`config.mk`:
```
export PLATFORM = sky130hd
export DESIGN_NAME = pol_output_sequencing_supervisor
export DESIGN_NICKNAME = d
export VERILOG_FILES = /design/src/verilog/pol_seq_pkg.sv /design/src/verilog/pol_output_sequencing_supervisor.sv
export SDC_FILE = /design/constraint.sdc
export NUM_CORES = 2
export LEC_CHECK = 0
export ABC_AREA = 0
export BUFFER_PORTS_ARGS = -buffer_cell sky130_fd_sc_hd__buf_2
export CAP_MARGIN = 0
export CORE_AREA = 2 2 489 491
export CTS_CLUSTER_DIAMETER = 50
export DETAILED_ROUTE_END_ITERATION = 10
export DIE_AREA = 0 0 491 493
export PLACE_DENSITY = 0.54
export RECOVER_POWER = 25
export SLEW_MARGIN = 20
export SYNTH_ARGS = -nofsm -noshare
export SYNTH_HDL_FRONTEND = slang
export SYNTH_SLANG_ARGS = --single-unit
```
`constraint.sdc`:
```
create_clock -name clk -period 110.7 [get_ports clk]
set_input_delay 0 -clock clk [delete_from_list [all_inputs] [get_ports clk]]
set_output_delay 0 -clock clk [all_outputs]
set_load 0.1 [all_outputs]
```
`src/verilog/pol_seq_pkg.sv`:
```
// Shared constants and types for the output sequencing supervisor.
// Assumes a single 20 MHz clock and voltages carried as unsigned millivolt counts.
package pol_seq_pkg;

  localparam int VW = 16;
  localparam int AW = 8;

  // Clock and time base
  localparam int CLK_HZ = 20_000_000;
  localparam int MS_PER_S = 1000;

  // Register offsets, byte addresses
  localparam logic [AW-1:0] A_OPERATION = 8'h00;
  localparam logic [AW-1:0] A_ONOFF_POLICY = 8'h04;
  localparam logic [AW-1:0] A_OUT_FORMAT = 8'h08;
  localparam logic [AW-1:0] A_OUT_TARGET = 8'h0c;
  localparam logic [AW-1:0] A_OUT_CEILING = 8'h10;
  localparam logic [AW-1:0] A_OUT_TRIM = 8'h14;
  localparam logic [AW-1:0] A_MARGIN_UP = 8'h18;
  localparam logic [AW-1:0] A_MARGIN_DOWN = 8'h1c;
  localparam logic [AW-1:0] A_SLEW_RATE = 8'h20;
  localparam logic [AW-1:0] A_CUR_GAIN = 8'h24;
  localparam logic [AW-1:0] A_CUR_ZERO = 8'h28;
  localparam logic [AW-1:0] A_RISE_DELAY = 8'h2c;
  localparam logic [AW-1:0] A_RISE_TIME = 8'h30;
  localparam logic [AW-1:0] A_RISE_LIMIT = 8'h34;
  localparam logic [AW-1:0] A_RISE_ACTION = 8'h38;
  localparam logic [AW-1:0] A_FALL_DELAY = 8'h3c;
  localparam logic [AW-1:0] A_FALL_TIME = 8'h40;
  localparam logic [AW-1:0] A_FALL_LIMIT = 8'h44;
  localparam logic [AW-1:0] A_FALL_ACTION = 8'h48;
  localparam logic [AW-1:0] A_GOOD_ON = 8'h4c;
  localparam logic [AW-1:0] A_GOOD_OFF = 8'h50;
  localparam logic [AW-1:0] A_GOOD_POLARITY = 8'h54;
  localparam logic [AW-1:0] A_SUPPLY_ON = 8'h58;
  localparam logic [AW-1:0] A_SUPPLY_OFF = 8'h5c;
  localparam logic [AW-1:0] A_SUPPLY_WARN = 8'h60;
  localparam logic [AW-1:0] A_SUPPLY_FAULT = 8'h64;
  localparam logic [AW-1:0] A_SUPPLY_ACTION = 8'h68;
  localparam logic [AW-1:0] A_STATUS = 8'h6c;
  localparam logic [AW-1:0] A_CUR_TOTAL = 8'h70;
  localparam logic [AW-1:0] A_CUR_PHASE0 = 8'h74;
  localparam logic [AW-1:0] A_CUR_PHASE1 = 8'h78;
  localparam logic [AW-1:0] A_REF_NOW = 8'h7c;

  // Operation byte fields
  localparam int OP_ON_BIT = 7;
  localparam int OP_MARGIN_LSB = 4;
  localparam logic [1:0] MARGIN_LOW = 2'h1;
  localparam logic [1:0] MARGIN_HIGH = 2'h2;

  // On/off policy bits
  localparam int POL_USE_OP = 0;
  localparam int POL_USE_PIN = 1;

  // Reset values
  localparam logic [7:0] OPERATION_RST = 8'h00;
  localparam logic [1:0] POLICY_RST = 2'h2;
  localparam logic [VW-1:0] CEILING_RST = 16'hffff;
  localparam logic [VW-1:0] GOOD_POL_RST = 16'h0001;

  // Status bit positions
  localparam int ST_RISE_FAULT = 0;
  localparam int ST_FALL_FAULT = 1;
  localparam int ST_REFUSED = 2;
  localparam int ST_PREBIAS_SLOW = 3;
  localparam int ST_SUPPLY_WARN = 4;
  localparam int ST_SUPPLY_FAULT = 5;
  localparam int ST_STICKY = 6;
  localparam int ST_SUPPLY_OK = 6;
  localparam int ST_GOOD = 7;
  localparam int ST_STATE_LSB = 8;

  // Pre-bias thresholds and times
  localparam logic [VW-1:0] PREBIAS_MIN_MV = 16'd300;
  localparam logic [VW-1:0] PREBIAS_MAX_MV = 16'd3650;
  localparam logic [VW-1:0] PREBIAS_SETTLE_MS = 16'd50;

  typedef struct packed {
    logic [2:0] mode;
    logic [4:0] exponent;
  } vout_format_t;

  typedef struct packed {
    logic [AW-1:0] addr;
    logic [VW-1:0] wdata;
    logic wr;
    logic rd;
  } reg_req_t;

  typedef enum logic [2:0] {
    S_IDLE = 3'h0,
    S_ON_DELAY = 3'h1,
    S_RAMP_UP = 3'h3,
    S_REGULATE = 3'h2,
    S_OFF_DELAY = 3'h6,
    S_RAMP_DOWN = 3'h7,
    S_FAULT_OFF = 3'h5
  } seq_state_t;

endpackage

```
`src/verilog/pol_output_sequencing_supervisor.sv`:
```
// Output sequencing and supervision for a dual-phase point-of-load controller.
// Assumes measurements arrive on clk already converted; only the control pin is asynchronous.
// Behaviour
// - Converter runs while pin high and operation bit 7 set, each required only where the policy bit selects it.
// - Output format byte holds 3-bit mode and 5-bit exponent.
// - Target writes above the ceiling are dropped; old target stays.
// - Trim offset added to every target, changeable while running.
// - Margin high or low selects the matching margin voltage.
// - Margin moves ramp linearly at the programmed slew rate.
// - Phase current is sense over gain minus zero; total is both phases.
// - Output below 300 mV at enable gives a normal delayed soft start.
// - Output above 3.65 V at enable refuses start, switching stays off.
// - Pre-bias above target: overvoltage off, duty preload, rearm below ceiling.
// - Pre-bias below target: undervoltage off, duty preload, rearm above low limit.
// - Pre-biased start must regulate within 50 ms.
// - Turn-on and turn-off delays precede rise and fall.
// - Soft-start ramp reaches the band in the rise time.
// - Rise limit missed flags undervoltage fault and applies rise action.
// - Soft-stop ramp reaches zero in the fall time.
// - Fall limit missed with output above 0 V flags overvoltage fault.
// - Missed rise or fall criteria set output status bits.
// - Power good on at on-level, off at off-level or on leaving regulation, within 1 ms.
// - Polarity byte 0 gives active low power good, 1 active high.
// - Conversion allowed above supply-on, stopped below supply-off.
// - Supply warning and fault flags; fault applies two-bit action.
`timescale 1ns/1ps
module pol_output_sequencing_supervisor
  import pol_seq_pkg::*;
#(
  parameter int MS_CYCLES = CLK_HZ / MS_PER_S
) (
  // Clock and reset
  input wire logic clk,
  input wire logic rst,
  // Register port
  input wire reg_req_t regReq,
  output logic [VW-1:0] regRdata,
  // Control pin from host
  input wire logic converter_enable_pin,
  // Measurements on clk
  input wire logic [VW-1:0] vOutMeas,
  input wire logic [VW-1:0] vInMeas,
  input wire logic [VW-1:0] senseVolt0,
  input wire logic [VW-1:0] senseVolt1,
  // Converter controls
  output logic switchEnable,
  output logic ovpEnable,
  output logic uvpEnable,
  output logic dutyLoad,
  output logic [VW-1:0] dutyPreload,
  output logic [VW-1:0] vRef,
  output logic [VW-1:0] iTotal,
  // Status pin
  output logic power_ok_output
);

  localparam int MSW = $clog2(MS_CYCLES + 1);
  if (MS_CYCLES < 2) begin : g_bad_tick
    $error("MS_CYCLES must be at least 2");
  end

  seq_state_t state;
  logic [7:0] operation;
  logic [1:0] policy;
  vout_format_t outFormat;
  logic [VW-1:0] outTarget, outCeiling, outTrim, marginUp, marginDown, slewRate;
  logic [VW-1:0] curGain, curZero, riseDelay, riseTime, riseLimit, fallDelay, fallTime, fallLimit;
  logic [1:0] riseAction, fallAction, supplyAction;
  logic [VW-1:0] goodOn, goodOff, goodPolarity, supplyOn, supplyOff, supplyWarn, supplyFault;
  logic [ST_STICKY-1:0] sticky;
  logic [VW-1:0] iPhase0, iPhase1;
  logic pinS1, pinS2, pinS3, pinLevel;
  logic [MSW-1:0] msCount;
  logic msTick;
  logic [VW-1:0] phaseMs, runMs, settleMs, stepUp, stepDown;
  logic prebias, settleRun, supplyOk, goodActive;

  // Control pin: three stages, level moves only when the last two agree
  always_ff @(posedge clk) begin
    if (rst) begin
      pinS1 <= 1'b0;
      pinS2 <= 1'b0;
      pinS3 <= 1'b0;
      pinLevel <= 1'b0;
    end else begin
      pinS1 <= converter_enable_pin;
      pinS2 <= pinS1;
      pinS3 <= pinS2;
      if (pinS2 == pinS3) begin
        pinLevel <= pinS3;
      end
    end
  end

  // Millisecond time base
  always_ff @(posedge clk) begin
    if (rst) begin
      msCount <= '0;
      msTick <= 1'b0;
    end else begin
      msTick <= (msCount == MSW'(MS_CYCLES - 1));
      msCount <= (msCount == MSW'(MS_CYCLES - 1)) ? '0 : msCount + 1'b1;
    end
  end

  // Register writes
  always_ff @(posedge clk) begin
    if (rst) begin
      operation <= OPERATION_RST;
      policy <= POLICY_RST;
      outFormat <= '0;
      outTarget <= '0;
      outCeiling <= CEILING_RST;
      outTrim <= '0;
      marginUp <= '0;
      marginDown <= '0;
      slewRate <= '0;
      curGain <= '0;
      curZero <= '0;
      riseDelay <= '0;
      riseTime <= '0;
      riseLimit <= '0;
      riseAction <= '0;
      fallDelay <= '0;
      fallTime <= '0;
      fallLimit <= '0;
      fallAction <= '0;
      goodOn <= '0;
      goodOff <= '0;
      goodPolarity <= GOOD_POL_RST;
      supplyOn <= '0;
      supplyOff <= '0;
      supplyWarn <= '0;
      supplyFault <= '0;
      supplyAction <= '0;
    end else if (regReq.wr) begin
      case (regReq.addr)
        A_OPERATION: operation <= regReq.wdata[7:0];
        A_ONOFF_POLICY: policy <= regReq.wdata[1:0];
        A_OUT_FORMAT: outFormat <= regReq.wdata[7:0];
        A_OUT_TARGET: begin
          if (regReq.wdata <= outCeiling) begin
            outTarget <= regReq.wdata;
          end
        end
        A_OUT_CEILING: outCeiling <= regReq.wdata;
        A_OUT_TRIM: outTrim <= regReq.wdata;
        A_MARGIN_UP: marginUp <= regReq.wdata;
        A_MARGIN_DOWN: marginDown <= regReq.wdata;
        A_SLEW_RATE: slewRate <= regReq.wdata;
        A_CUR_GAIN: curGain <= regReq.wdata;
        A_CUR_ZERO: curZero <= regReq.wdata;
        A_RISE_DELAY: riseDelay <= regReq.wdata;
        A_RISE_TIME: riseTime <= regReq.wdata;
        A_RISE_LIMIT: riseLimit <= regReq.wdata;
        A_RISE_ACTION: riseAction <= regReq.wdata[1:0];
        A_FALL_DELAY: fallDelay <= regReq.wdata;
        A_FALL_TIME: fallTime <= regReq.wdata;
        A_FALL_LIMIT: fallLimit <= regReq.wdata;
        A_FALL_ACTION: fallAction <= regReq.wdata[1:0];
        A_GOOD_ON: goodOn <= regReq.wdata;
        A_GOOD_OFF: goodOff <= regReq.wdata;
        A_GOOD_POLARITY: goodPolarity <= regReq.wdata;
        A_SUPPLY_ON: supplyOn <= regReq.wdata;
        A_SUPPLY_OFF: supplyOff <= regReq.wdata;
        A_SUPPLY_WARN: supplyWarn <= regReq.wdata;
        A_SUPPLY_FAULT: supplyFault <= regReq.wdata;
        A_SUPPLY_ACTION: supplyAction <= regReq.wdata[1:0];
        default: ;
      endcase
    end
  end

  // Derived control terms
  logic demand, wantOn, inBand, riseExpired, fallExpired, refuse, settleMiss, supplyTrip;
  logic [VW-1:0] target, goal;
  logic [2*VW-1:0] ratio;
  assign demand = (!policy[POL_USE_PIN] || pinLevel) && (!policy[POL_USE_OP] || operation[OP_ON_BIT]);
  assign wantOn = demand && supplyOk;
  assign target = (operation[OP_MARGIN_LSB +: 2] == MARGIN_HIGH) ? marginUp :
                  (operation[OP_MARGIN_LSB +: 2] == MARGIN_LOW) ? marginDown : outTarget;
  assign goal = VW'(target + outTrim);
  assign inBand = vOutMeas >= goodOn;
  assign riseExpired = (state == S_ON_DELAY || state == S_RAMP_UP) && riseLimit != '0 && runMs >= riseLimit;
  assign fallExpired = (state == S_OFF_DELAY || state == S_RAMP_DOWN) && fallLimit != '0 &&
                       runMs >= fallLimit && vOutMeas != '0;
  assign refuse = state == S_IDLE && wantOn && vOutMeas > PREBIAS_MAX_MV;
  assign settleMiss = settleRun && settleMs == PREBIAS_SETTLE_MS && !inBand;
  assign supplyTrip = vInMeas < supplyFault && supplyAction != '0 && state != S_IDLE && state != S_FAULT_OFF;
  assign ratio = (vInMeas == '0) ? '1 : {vOutMeas, {VW{1'b0}}} / {{VW{1'b0}}, vInMeas};

  // Sequencer with its ramps and timers
  always_ff @(posedge clk) begin
    if (rst) begin
      state <= S_IDLE;
      vRef <= '0;
      phaseMs <= '0;
      runMs <= '0;
      stepUp <= '0;
      stepDown <= '0;
      prebias <= 1'b0;
      dutyLoad <= 1'b0;
      dutyPreload <= '0;
    end else begin
      dutyLoad <= 1'b0;
      if (msTick && phaseMs != '1) begin
        phaseMs <= phaseMs + 1'b1;
      end
      if (msTick && runMs != '1) begin
        runMs <= runMs + 1'b1;
      end
      if ((riseExpired && riseAction != '0) || (fallExpired && fallAction != '0) || supplyTrip) begin
        state <= S_FAULT_OFF;
        vRef <= '0;
      end else begin
        case (state)
          S_IDLE: begin
            vRef <= '0;
            if (wantOn && !refuse) begin
              state <= S_ON_DELAY;
              prebias <= vOutMeas >= PREBIAS_MIN_MV;
              phaseMs <= '0;
              runMs <= '0;
            end
          end
          S_ON_DELAY: begin
            if (!wantOn) begin
              state <= S_IDLE;
            end else if (phaseMs >= riseDelay) begin
              phaseMs <= '0;
              if (prebias) begin
                state <= S_REGULATE;
                vRef <= vOutMeas;
                dutyLoad <= 1'b1;
                dutyPreload <= (ratio[2*VW-1:VW] != '0) ? '1 : ratio[VW-1:0];
              end else begin
                state <= S_RAMP_UP;
                vRef <= '0;
                stepUp <= (riseTime == '0) ? goal : ((goal / riseTime) == '0 ? 16'h0001 : goal / riseTime);
              end
            end
          end
          S_RAMP_UP: begin
            if (!wantOn) begin
              state <= S_OFF_DELAY;
              phaseMs <= '0;
              runMs <= '0;
            end else if (vRef >= goal) begin
              state <= S_REGULATE;
            end else if (msTick) begin
              vRef <= (goal - vRef > stepUp) ? vRef + stepUp : goal;
            end
          end
          S_REGULATE: begin
            if (!wantOn) begin
              state <= S_OFF_DELAY;
              phaseMs <= '0;
              runMs <= '0;
            end else if (msTick || slewRate == '0) begin
              // Zero slew rate means a step rather than a stall
              if (vRef < goal) begin
                vRef <= (slewRate == '0 || goal - vRef <= slewRate) ? goal : vRef + slewRate;
              end else if (vRef > goal) begin
                vRef <= (slewRate == '0 || vRef - goal <= slewRate) ? goal : vRef - slewRate;
              end
            end
          end
          S_OFF_DELAY: begin
            if (wantOn) begin
              state <= S_REGULATE;
            end else if (phaseMs >= fallDelay) begin
              state <= S_RAMP_DOWN;
              stepDown <= (fallTime == '0) ? vRef : ((vRef / fallTime) == '0 ? 16'h0001 : vRef / fallTime);
            end
          end
          S_RAMP_DOWN: begin
            if (vRef == '0 && (vOutMeas == '0 || fallLimit == '0 || fallAction == '0)) begin
              state <= S_IDLE;
            end else if (msTick) begin
              vRef <= (vRef > stepDown) ? vRef - stepDown : '0;
            end
          end
          S_FAULT_OFF: begin
            vRef <= '0;
            if (!demand) begin
              state <= S_IDLE;
            end
          end
          default: state <= S_IDLE;
        endcase
      end
    end
  end

  // Pre-bias protection masking and settle timer
  always_ff @(posedge clk) begin
    if (rst) begin
      ovpEnable <= 1'b1;
      uvpEnable <= 1'b1;
      settleRun <= 1'b0;
      settleMs <= '0;
    end else if (state == S_IDLE || state == S_FAULT_OFF) begin
      ovpEnable <= 1'b1;
      uvpEnable <= 1'b1;
      settleRun <= 1'b0;
    end else if (state == S_ON_DELAY && prebias && wantOn && phaseMs >= riseDelay && !supplyTrip) begin
      ovpEnable <= !(vOutMeas > goal);
      uvpEnable <= !(vOutMeas < goal);
      settleRun <= 1'b1;
      settleMs <= '0;
    end else begin
      if (!ovpEnable && vOutMeas < outCeiling) begin
        ovpEnable <= 1'b1;
      end
      if (!uvpEnable && vOutMeas > goodOff) begin
        uvpEnable <= 1'b1;
      end
      if (settleRun && (inBand || settleMs == PREBIAS_SETTLE_MS)) begin
        settleRun <= 1'b0;
      end else if (settleRun && msTick) begin
        settleMs <= settleMs + 1'b1;
      end
    end
  end

  // Supply hysteresis
  always_ff @(posedge clk) begin
    if (rst) begin
      supplyOk <= 1'b0;
    end else if (vInMeas < supplyOff) begin
      supplyOk <= 1'b0;
    end else if (vInMeas >= supplyOn) begin
      supplyOk <= 1'b1;
    end
  end

  // Sticky status, write one to clear; a new event beats the clear
  logic [ST_STICKY-1:0] stickySet, stickyClr;
  assign stickySet = {vInMeas < supplyFault, vInMeas < supplyWarn, settleMiss, refuse, fallExpired, riseExpired};
  assign stickyClr = (regReq.wr && regReq.addr == A_STATUS) ? regReq.wdata[ST_STICKY-1:0] : '0;
  always_ff @(posedge clk) begin
    if (rst) begin
      sticky <= '0;
    end else begin
      sticky <= (sticky & ~stickyClr) | stickySet;
    end
  end

  // Power good and its pin
  logic polHigh, goodPin;
  assign polHigh = goodPolarity[7:0] != 8'h00;
  assign goodPin = polHigh ? goodActive : !goodActive;
  always_ff @(posedge clk) begin
    if (rst) begin
      goodActive <= 1'b0;
      power_ok_output <= 1'b0;
      switchEnable <= 1'b0;
    end else begin
      if (state != S_REGULATE) begin
        goodActive <= 1'b0;
      end else if (goodActive) begin
        goodActive <= vOutMeas >= goodOff;
      end else begin
        goodActive <= vOutMeas >= goodOn;
      end
      power_ok_output <= goodPin;
      switchEnable <= state == S_RAMP_UP || state == S_REGULATE || state == S_OFF_DELAY || state == S_RAMP_DOWN;
    end
  end

  // Current reporting
  logic [VW-1:0] raw0, raw1;
  assign raw0 = (curGain == '0) ? senseVolt0 : senseVolt0 / curGain;
  assign raw1 = (curGain == '0) ? senseVolt1 : senseVolt1 / curGain;
  always_ff @(posedge clk) begin
    if (rst) begin
      iPhase0 <= '0;
      iPhase1 <= '0;
      iTotal <= '0;
    end else begin
      iPhase0 <= VW'(raw0 - curZero);
      iPhase1 <= VW'(raw1 - curZero);
      iTotal <= VW'(iPhase0 + iPhase1);
    end
  end

  // Read data, valid only in the cycle after the strobe
  logic [VW-1:0] readMux;
  always_comb begin
    readMux = '0;
    case (regReq.addr)
      A_OPERATION: readMux = {8'h00, operation};
      A_ONOFF_POLICY: readMux = {14'h0000, policy};
      A_OUT_FORMAT: readMux = {8'h00, outFormat};
      A_OUT_TARGET: readMux = outTarget;
      A_OUT_CEILING: readMux = outCeiling;
      A_OUT_TRIM: readMux = outTrim;
      A_MARGIN_UP: readMux = marginUp;
      A_MARGIN_DOWN: readMux = marginDown;
      A_SLEW_RATE: readMux = slewRate;
      A_CUR_GAIN: readMux = curGain;
      A_CUR_ZERO: readMux = curZero;
      A_RISE_DELAY: readMux = riseDelay;
      A_RISE_TIME: readMux = riseTime;
      A_RISE_LIMIT: readMux = riseLimit;
      A_RISE_ACTION: readMux = {14'h0000, riseAction};
      A_FALL_DELAY: readMux = fallDelay;
      A_FALL_TIME: readMux = fallTime;
      A_FALL_LIMIT: readMux = fallLimit;
      A_FALL_ACTION: readMux = {14'h0000, fallAction};
      A_GOOD_ON: readMux = goodOn;
      A_GOOD_OFF: readMux = goodOff;
      A_GOOD_POLARITY: readMux = goodPolarity;
      A_SUPPLY_ON: readMux = supplyOn;
      A_SUPPLY_OFF: readMux = supplyOff;
      A_SUPPLY_WARN: readMux = supplyWarn;
      A_SUPPLY_FAULT: readMux = supplyFault;
      A_SUPPLY_ACTION: readMux = {14'h0000, supplyAction};
      A_STATUS: readMux = {5'h00, state, goodActive, supplyOk, sticky};
      A_CUR_TOTAL: readMux = iTotal;
      A_CUR_PHASE0: readMux = iPhase0;
      A_CUR_PHASE1: readMux = iPhase1;
      A_REF_NOW: readMux = vRef;
      default: readMux = '0;
    endcase
  end

  always_ff @(posedge clk) begin
    if (rst) begin
      regRdata <= '0;
    end else begin
      regRdata <= regReq.rd ? readMux : '0;
    end
  end
endmodule

```
* After elaboration in Yosys (flattened, before gate mapping)
Cells that the tools add are included.
** Operators by class
- Reduce and logical (&&, ||, !) cells :: 126
- Equality and inequality tests :: 71
- Bitwise operators :: 10
- Add/sub/neg operators :: 14
- Mux-type cells :: 66
- $lt $le $gt $ge :: 24
- Divide/modulo/power cells :: 5
** Operator list (count)
- $mux W16 :: 38
- $pmux W16 S32 :: 1
- $logic_not A16 Y1 :: 10
- $eq A8 B7 Y1 const B :: 16
- $ge A16 B16 Y1 :: 8
- $lt A16 B16 Y1 :: 6
- $sub A16 B16 Y16 :: 6
- $gt A16 B16 Y1 :: 5
- $pmux W16 S5 :: 1
- $add A16 B16 Y16 :: 4
- $div A16 B16 Y16 :: 4
- $eq A8 B6 Y1 const B :: 8
- $reduce_bool A16 Y1 :: 4
- $reduce_and A2 Y1 :: 26
- $add A16 B1 Y16 const B :: 3
- $le A16 B16 Y1 :: 3
- $pmux W16 S3 :: 1
- $mux W3 :: 11
- $div A32 B16 Y32 :: 1
- $eq A8 B5 Y1 const B :: 4
- $mux W32 :: 1
- $ne A16 B16 Y1 const B :: 2
- $pmux W16 S2 :: 1
- $logic_and A1 B1 Y1 :: 29
- other kinds (42) :: 123
** Storage, ports and cells
- Input bits :: 93
- Word-level logic and storage cells :: 373
- Output and inout port bits :: 69
- Bits in registers :: 574

* Depth between registers and ports, before layout
- Depth after elaboration :: 13
- Mapped depth :: 475
- Mapped depth without buffers :: 442

* Worst setup path before layout
OpenSTA, ideal clock, no wires.
- Kind :: in2reg
- Start :: in vInMeas[0]
- End :: reg dutyPreload[0]
- Setup time :: 0.135 ns
- Arrival :: 83.807 ns
- Required time :: 110.565 ns
- Setup slack :: 26.758 ns
- Buffers on the path :: 41
- Stages on the path :: 444
- Path through :: inv_1 -> clkbuf_1 -> buf_1 -> ha_1 -> a21oi_1 -> ha_1 -> or4b_1 -> o211ai_1 -> o21ai_0 -> ha_1 -> o211ai_1 -> and2_1 -> nor4_1 -> a31oi_2 -> inv_1 -> ha_1 -> o21a_1 -> o22a_1 -> [408 not listed] -> nor4_1 -> nand4_2 -> buf_2 -> mux2_1 -> ha_1 -> a21oi_1 -> nor2b_1 -> o21ai_0 -> nand2b_1 -> a21oi_1 -> nor2b_1 -> o21ai_0 -> nand2b_1 -> a21oi_1 -> nand4_1 -> a2111oi_1 -> o221a_1 -> a41oi_2
** Between the ends
- Word-level cells in the longest chain between the ends :: 7
- Elaborated cells between the ends (all ways) :: 12
- Classes of those cells :: div (1); order compare (1); mux (2); bitwise (1); reduce/logical (7)
** Ends and longest elaborated chain
- from (decl) :: RTL line pol_output_sequencing_supervisor.sv:42 : input wire logic [VW-1:0] vInMeas,
- branches (longest 7 deep; another with $div A32 B16 Y32)
- to (signal assigned) :: RTL line pol_output_sequencing_supervisor.sv:235 : dutyPreload <= (ratio[2*VW-1:VW] != '0) ? '1 : ratio[VW-1:0];
- to (decl) :: RTL line pol_output_sequencing_supervisor.sv:50 : output logic [VW-1:0] dutyPreload,
Parallel ways; which one is timed is not known.
A chain may end at the register's enable or synchronous reset.

* Worst setup path in the final report
- Start :: in vInMeas[15]
- End :: reg dutyPreload[0]
The elaborated chain is that of the path after synthesis.

==> metrics.txt <==
Final Hold Viols 0; Initial Utilization 34.81%; Routed WL 346.5 mm; max incr delay on CP 0.80 ns; RSZ-0062 raised after global routing no; area grow syn2layout 9.630%; internal reg-to-reg setup slack between 60 and 70 ns; TritonRoute pass-1 iters 8; GP Congestion 1.003; via/cell ratio 5.930; Root Buffer clkbuf_16; ys flop type dfxtp_1; Chip Height approximately 500 um; post-route clock period utilization 86.92%; Synth area leader ha_1; CTS clock-pin slew for the worst setup and hold paths 0.06 ns; slew margin rel. -388.2%; dpl hpwl between 200 and 300 mm; failing checks max-capacitance violations, max-slew violations; CTS buffer count 88; syn_nets 12.83k; Worst Setup End Kind register; largest net degree at the start of global routing 148; via count 86.94k; FF-to-FF Start operation[4]; core area approximately 240,000 um2; WL/cell 23.63 um; final setup vio count 0; synth unique cells 132; cells after synthesis 11.39k; required time worst endpoint 111.27 ns; H-Tree Depth 3; Tmin final 96.22 ns; largest cells by area after synthesis ha_1 (20%), dfxtp_1 (14%), nand2_1 (6.3%), a21oi_1 (6.2%), o21a_1 (5.1%); layout net count 12.84k; first-pass GRT wire length 512.4 mm; Most common cell on crit path o21a_1; Die Wd 491 um; Crit-path slowest cell nor2_1; EDFF count, synth 0; synthesized area 82,470 um2; Sum Neg Setup Slack 0 ns; GRT overflow 0; GRT Overall Usage 27.29%; post-CTS setup buffer count 0; layout cell share with drive strength beyond 1 7.130%; asr flop ratio synth 0%; hold path cells 5; Max-Cap Viols 3; R2R depth 217; Filler Cell Count 24.86k; DRC Markers 0; CP startpoint kind input pin; Post-CTS Hold Buffers 47; YS warnings 0; Synth top area share 20.24%; CTS tree done; sequential share of the synthesized area 13.93%; Final ANT Viol Nets 0; mean post-synth cell area a little over 7 um2; hold path startpoint senseVolt1[1]; Hold Path Sink iPhase1[1]; die area 242,100 um2; cts repair resizes 0; Worst Path Arrival 96.79 ns; starting DRC count in detailed routing 7,457; CTS max path bufs 3; Placement Cell Area 87,000 um2; Cell Rows 179; status finished, violations left; final core utilization 38.16%; Crit Path Category input pin to register; worst reg2reg endpoint stepUp[9]; CP max FO 34; Peak Freq between 10 and 15 MHz; commonest non-fill, non-tap cell in the layout nand2_1; skew final 0.04616 ns; clock sinks 574; Max Slew Vio Count 321; initial antenna violation count 41; Worst-Margin Slew approximately 7.3 ns; Yosys reg bits 574; Clk Latency, worst-skew pair 0.75 ns; most frequent cells in the layout nand2_1 (1,383), ha_1 (1,334), a21oi_1 (1,013); final instance area 90,420 um2; number of port buffers ~160; vias in the first global route 81.66k; Ports 162; Hold WC Path Type input pin to register
[stage by stage]
step | instances | hold WS (ns) | setup WS, ns
detailed placement | 14430 | 0.2992 | 15.90
global route | 14650 | 0.05092 | 6.060
CTS | 14640 | 0.0005894 | 15.60
floorplan | 11390 | 0.1282 | 26.76
global placement | 14430 | 0.3038 | 17.19
finish | 14660 | 0.03088 | 14.48
[metal layers]
layer  track usage (%)  routed length [um]
met5                 0                  73
met3             3.187               22170
met2             46.05              158500
met4             14.02               20130
met1             34.13              145600
[worst max-delay path: cells and delay by family]
kind | cells | cell delay (ns)
AOI/OAI and AO/OA | 251 | 54.76
and+or+nand+nor | 121 | 25.41
adders and majority gates | 31 | 9.87
buffers and inverters | 15 | 3.73
muxes | 7 | 2.73
[final cells by class]
type	count	area, um2	area share (%)
Tap cell	3167	3963	4.383
Clock buffer	108	2377	2.629
Clock inverter	51	618.1	0.6836
Antenna cell	21	52.55	0.05812
Inverter	584	2192	2.424
Timing Repair Buffer	400	2629	2.907
Sequential cell	574	11490	12.71
Multi-Input combinational cell	9756	67090	74.21
[cells by family (layout without fill, tap and decap cells)]
kind of cell | after synthesis | after routing | synth area share (%)
AO/OA/AOI/OAI | 3620 | 3620 | 29.22
XOR/XNOR | 447 | 447 | 4.764
adder cells (fa/ha/maj) | 1345 | 1345 | 20.50
buffers and inverters | 1060 | 1143 | 4.873
flip-flops | 574 | 574 | 13.93
multiplexers | 244 | 244 | 3.237
other | 0 | 21 | 0
AND/OR/NAND/NOR | 4100 | 4100 | 23.47
[cell usage after synthesis (272+ instances only)]
cell type	number
nand2_1	1383
nor2_1	913
nor3_1	567
o21a_1	555
o31ai_1	326
clkbuf_1	434
a21oi_1	1014
o21ai_0	483
ha_1	1334
xnor2_1	289
a21o_1	272
inv_1	581
dfxtp_1	574
[how the worst max path moves through the flow]
stage / start / end / slack (ns)
floorplan: vInMeas[0] / dutyPreload[0] / 26.76
global placement: vInMeas[10] / dutyPreload[0] / 17.19
detailed placement: vInMeas[10] / dutyPreload[0] / 15.90
CTS: vInMeas[15] / dutyPreload[0] / 15.60
global route: vInMeas[15] / dutyPreload[0] / 6.06
finish: vInMeas[15] / dutyPreload[0] / 14.48
Power is left out: the tool's default activity adds up to more than one toggle a clock period on the data nets, which glitch-free logic cannot reach.
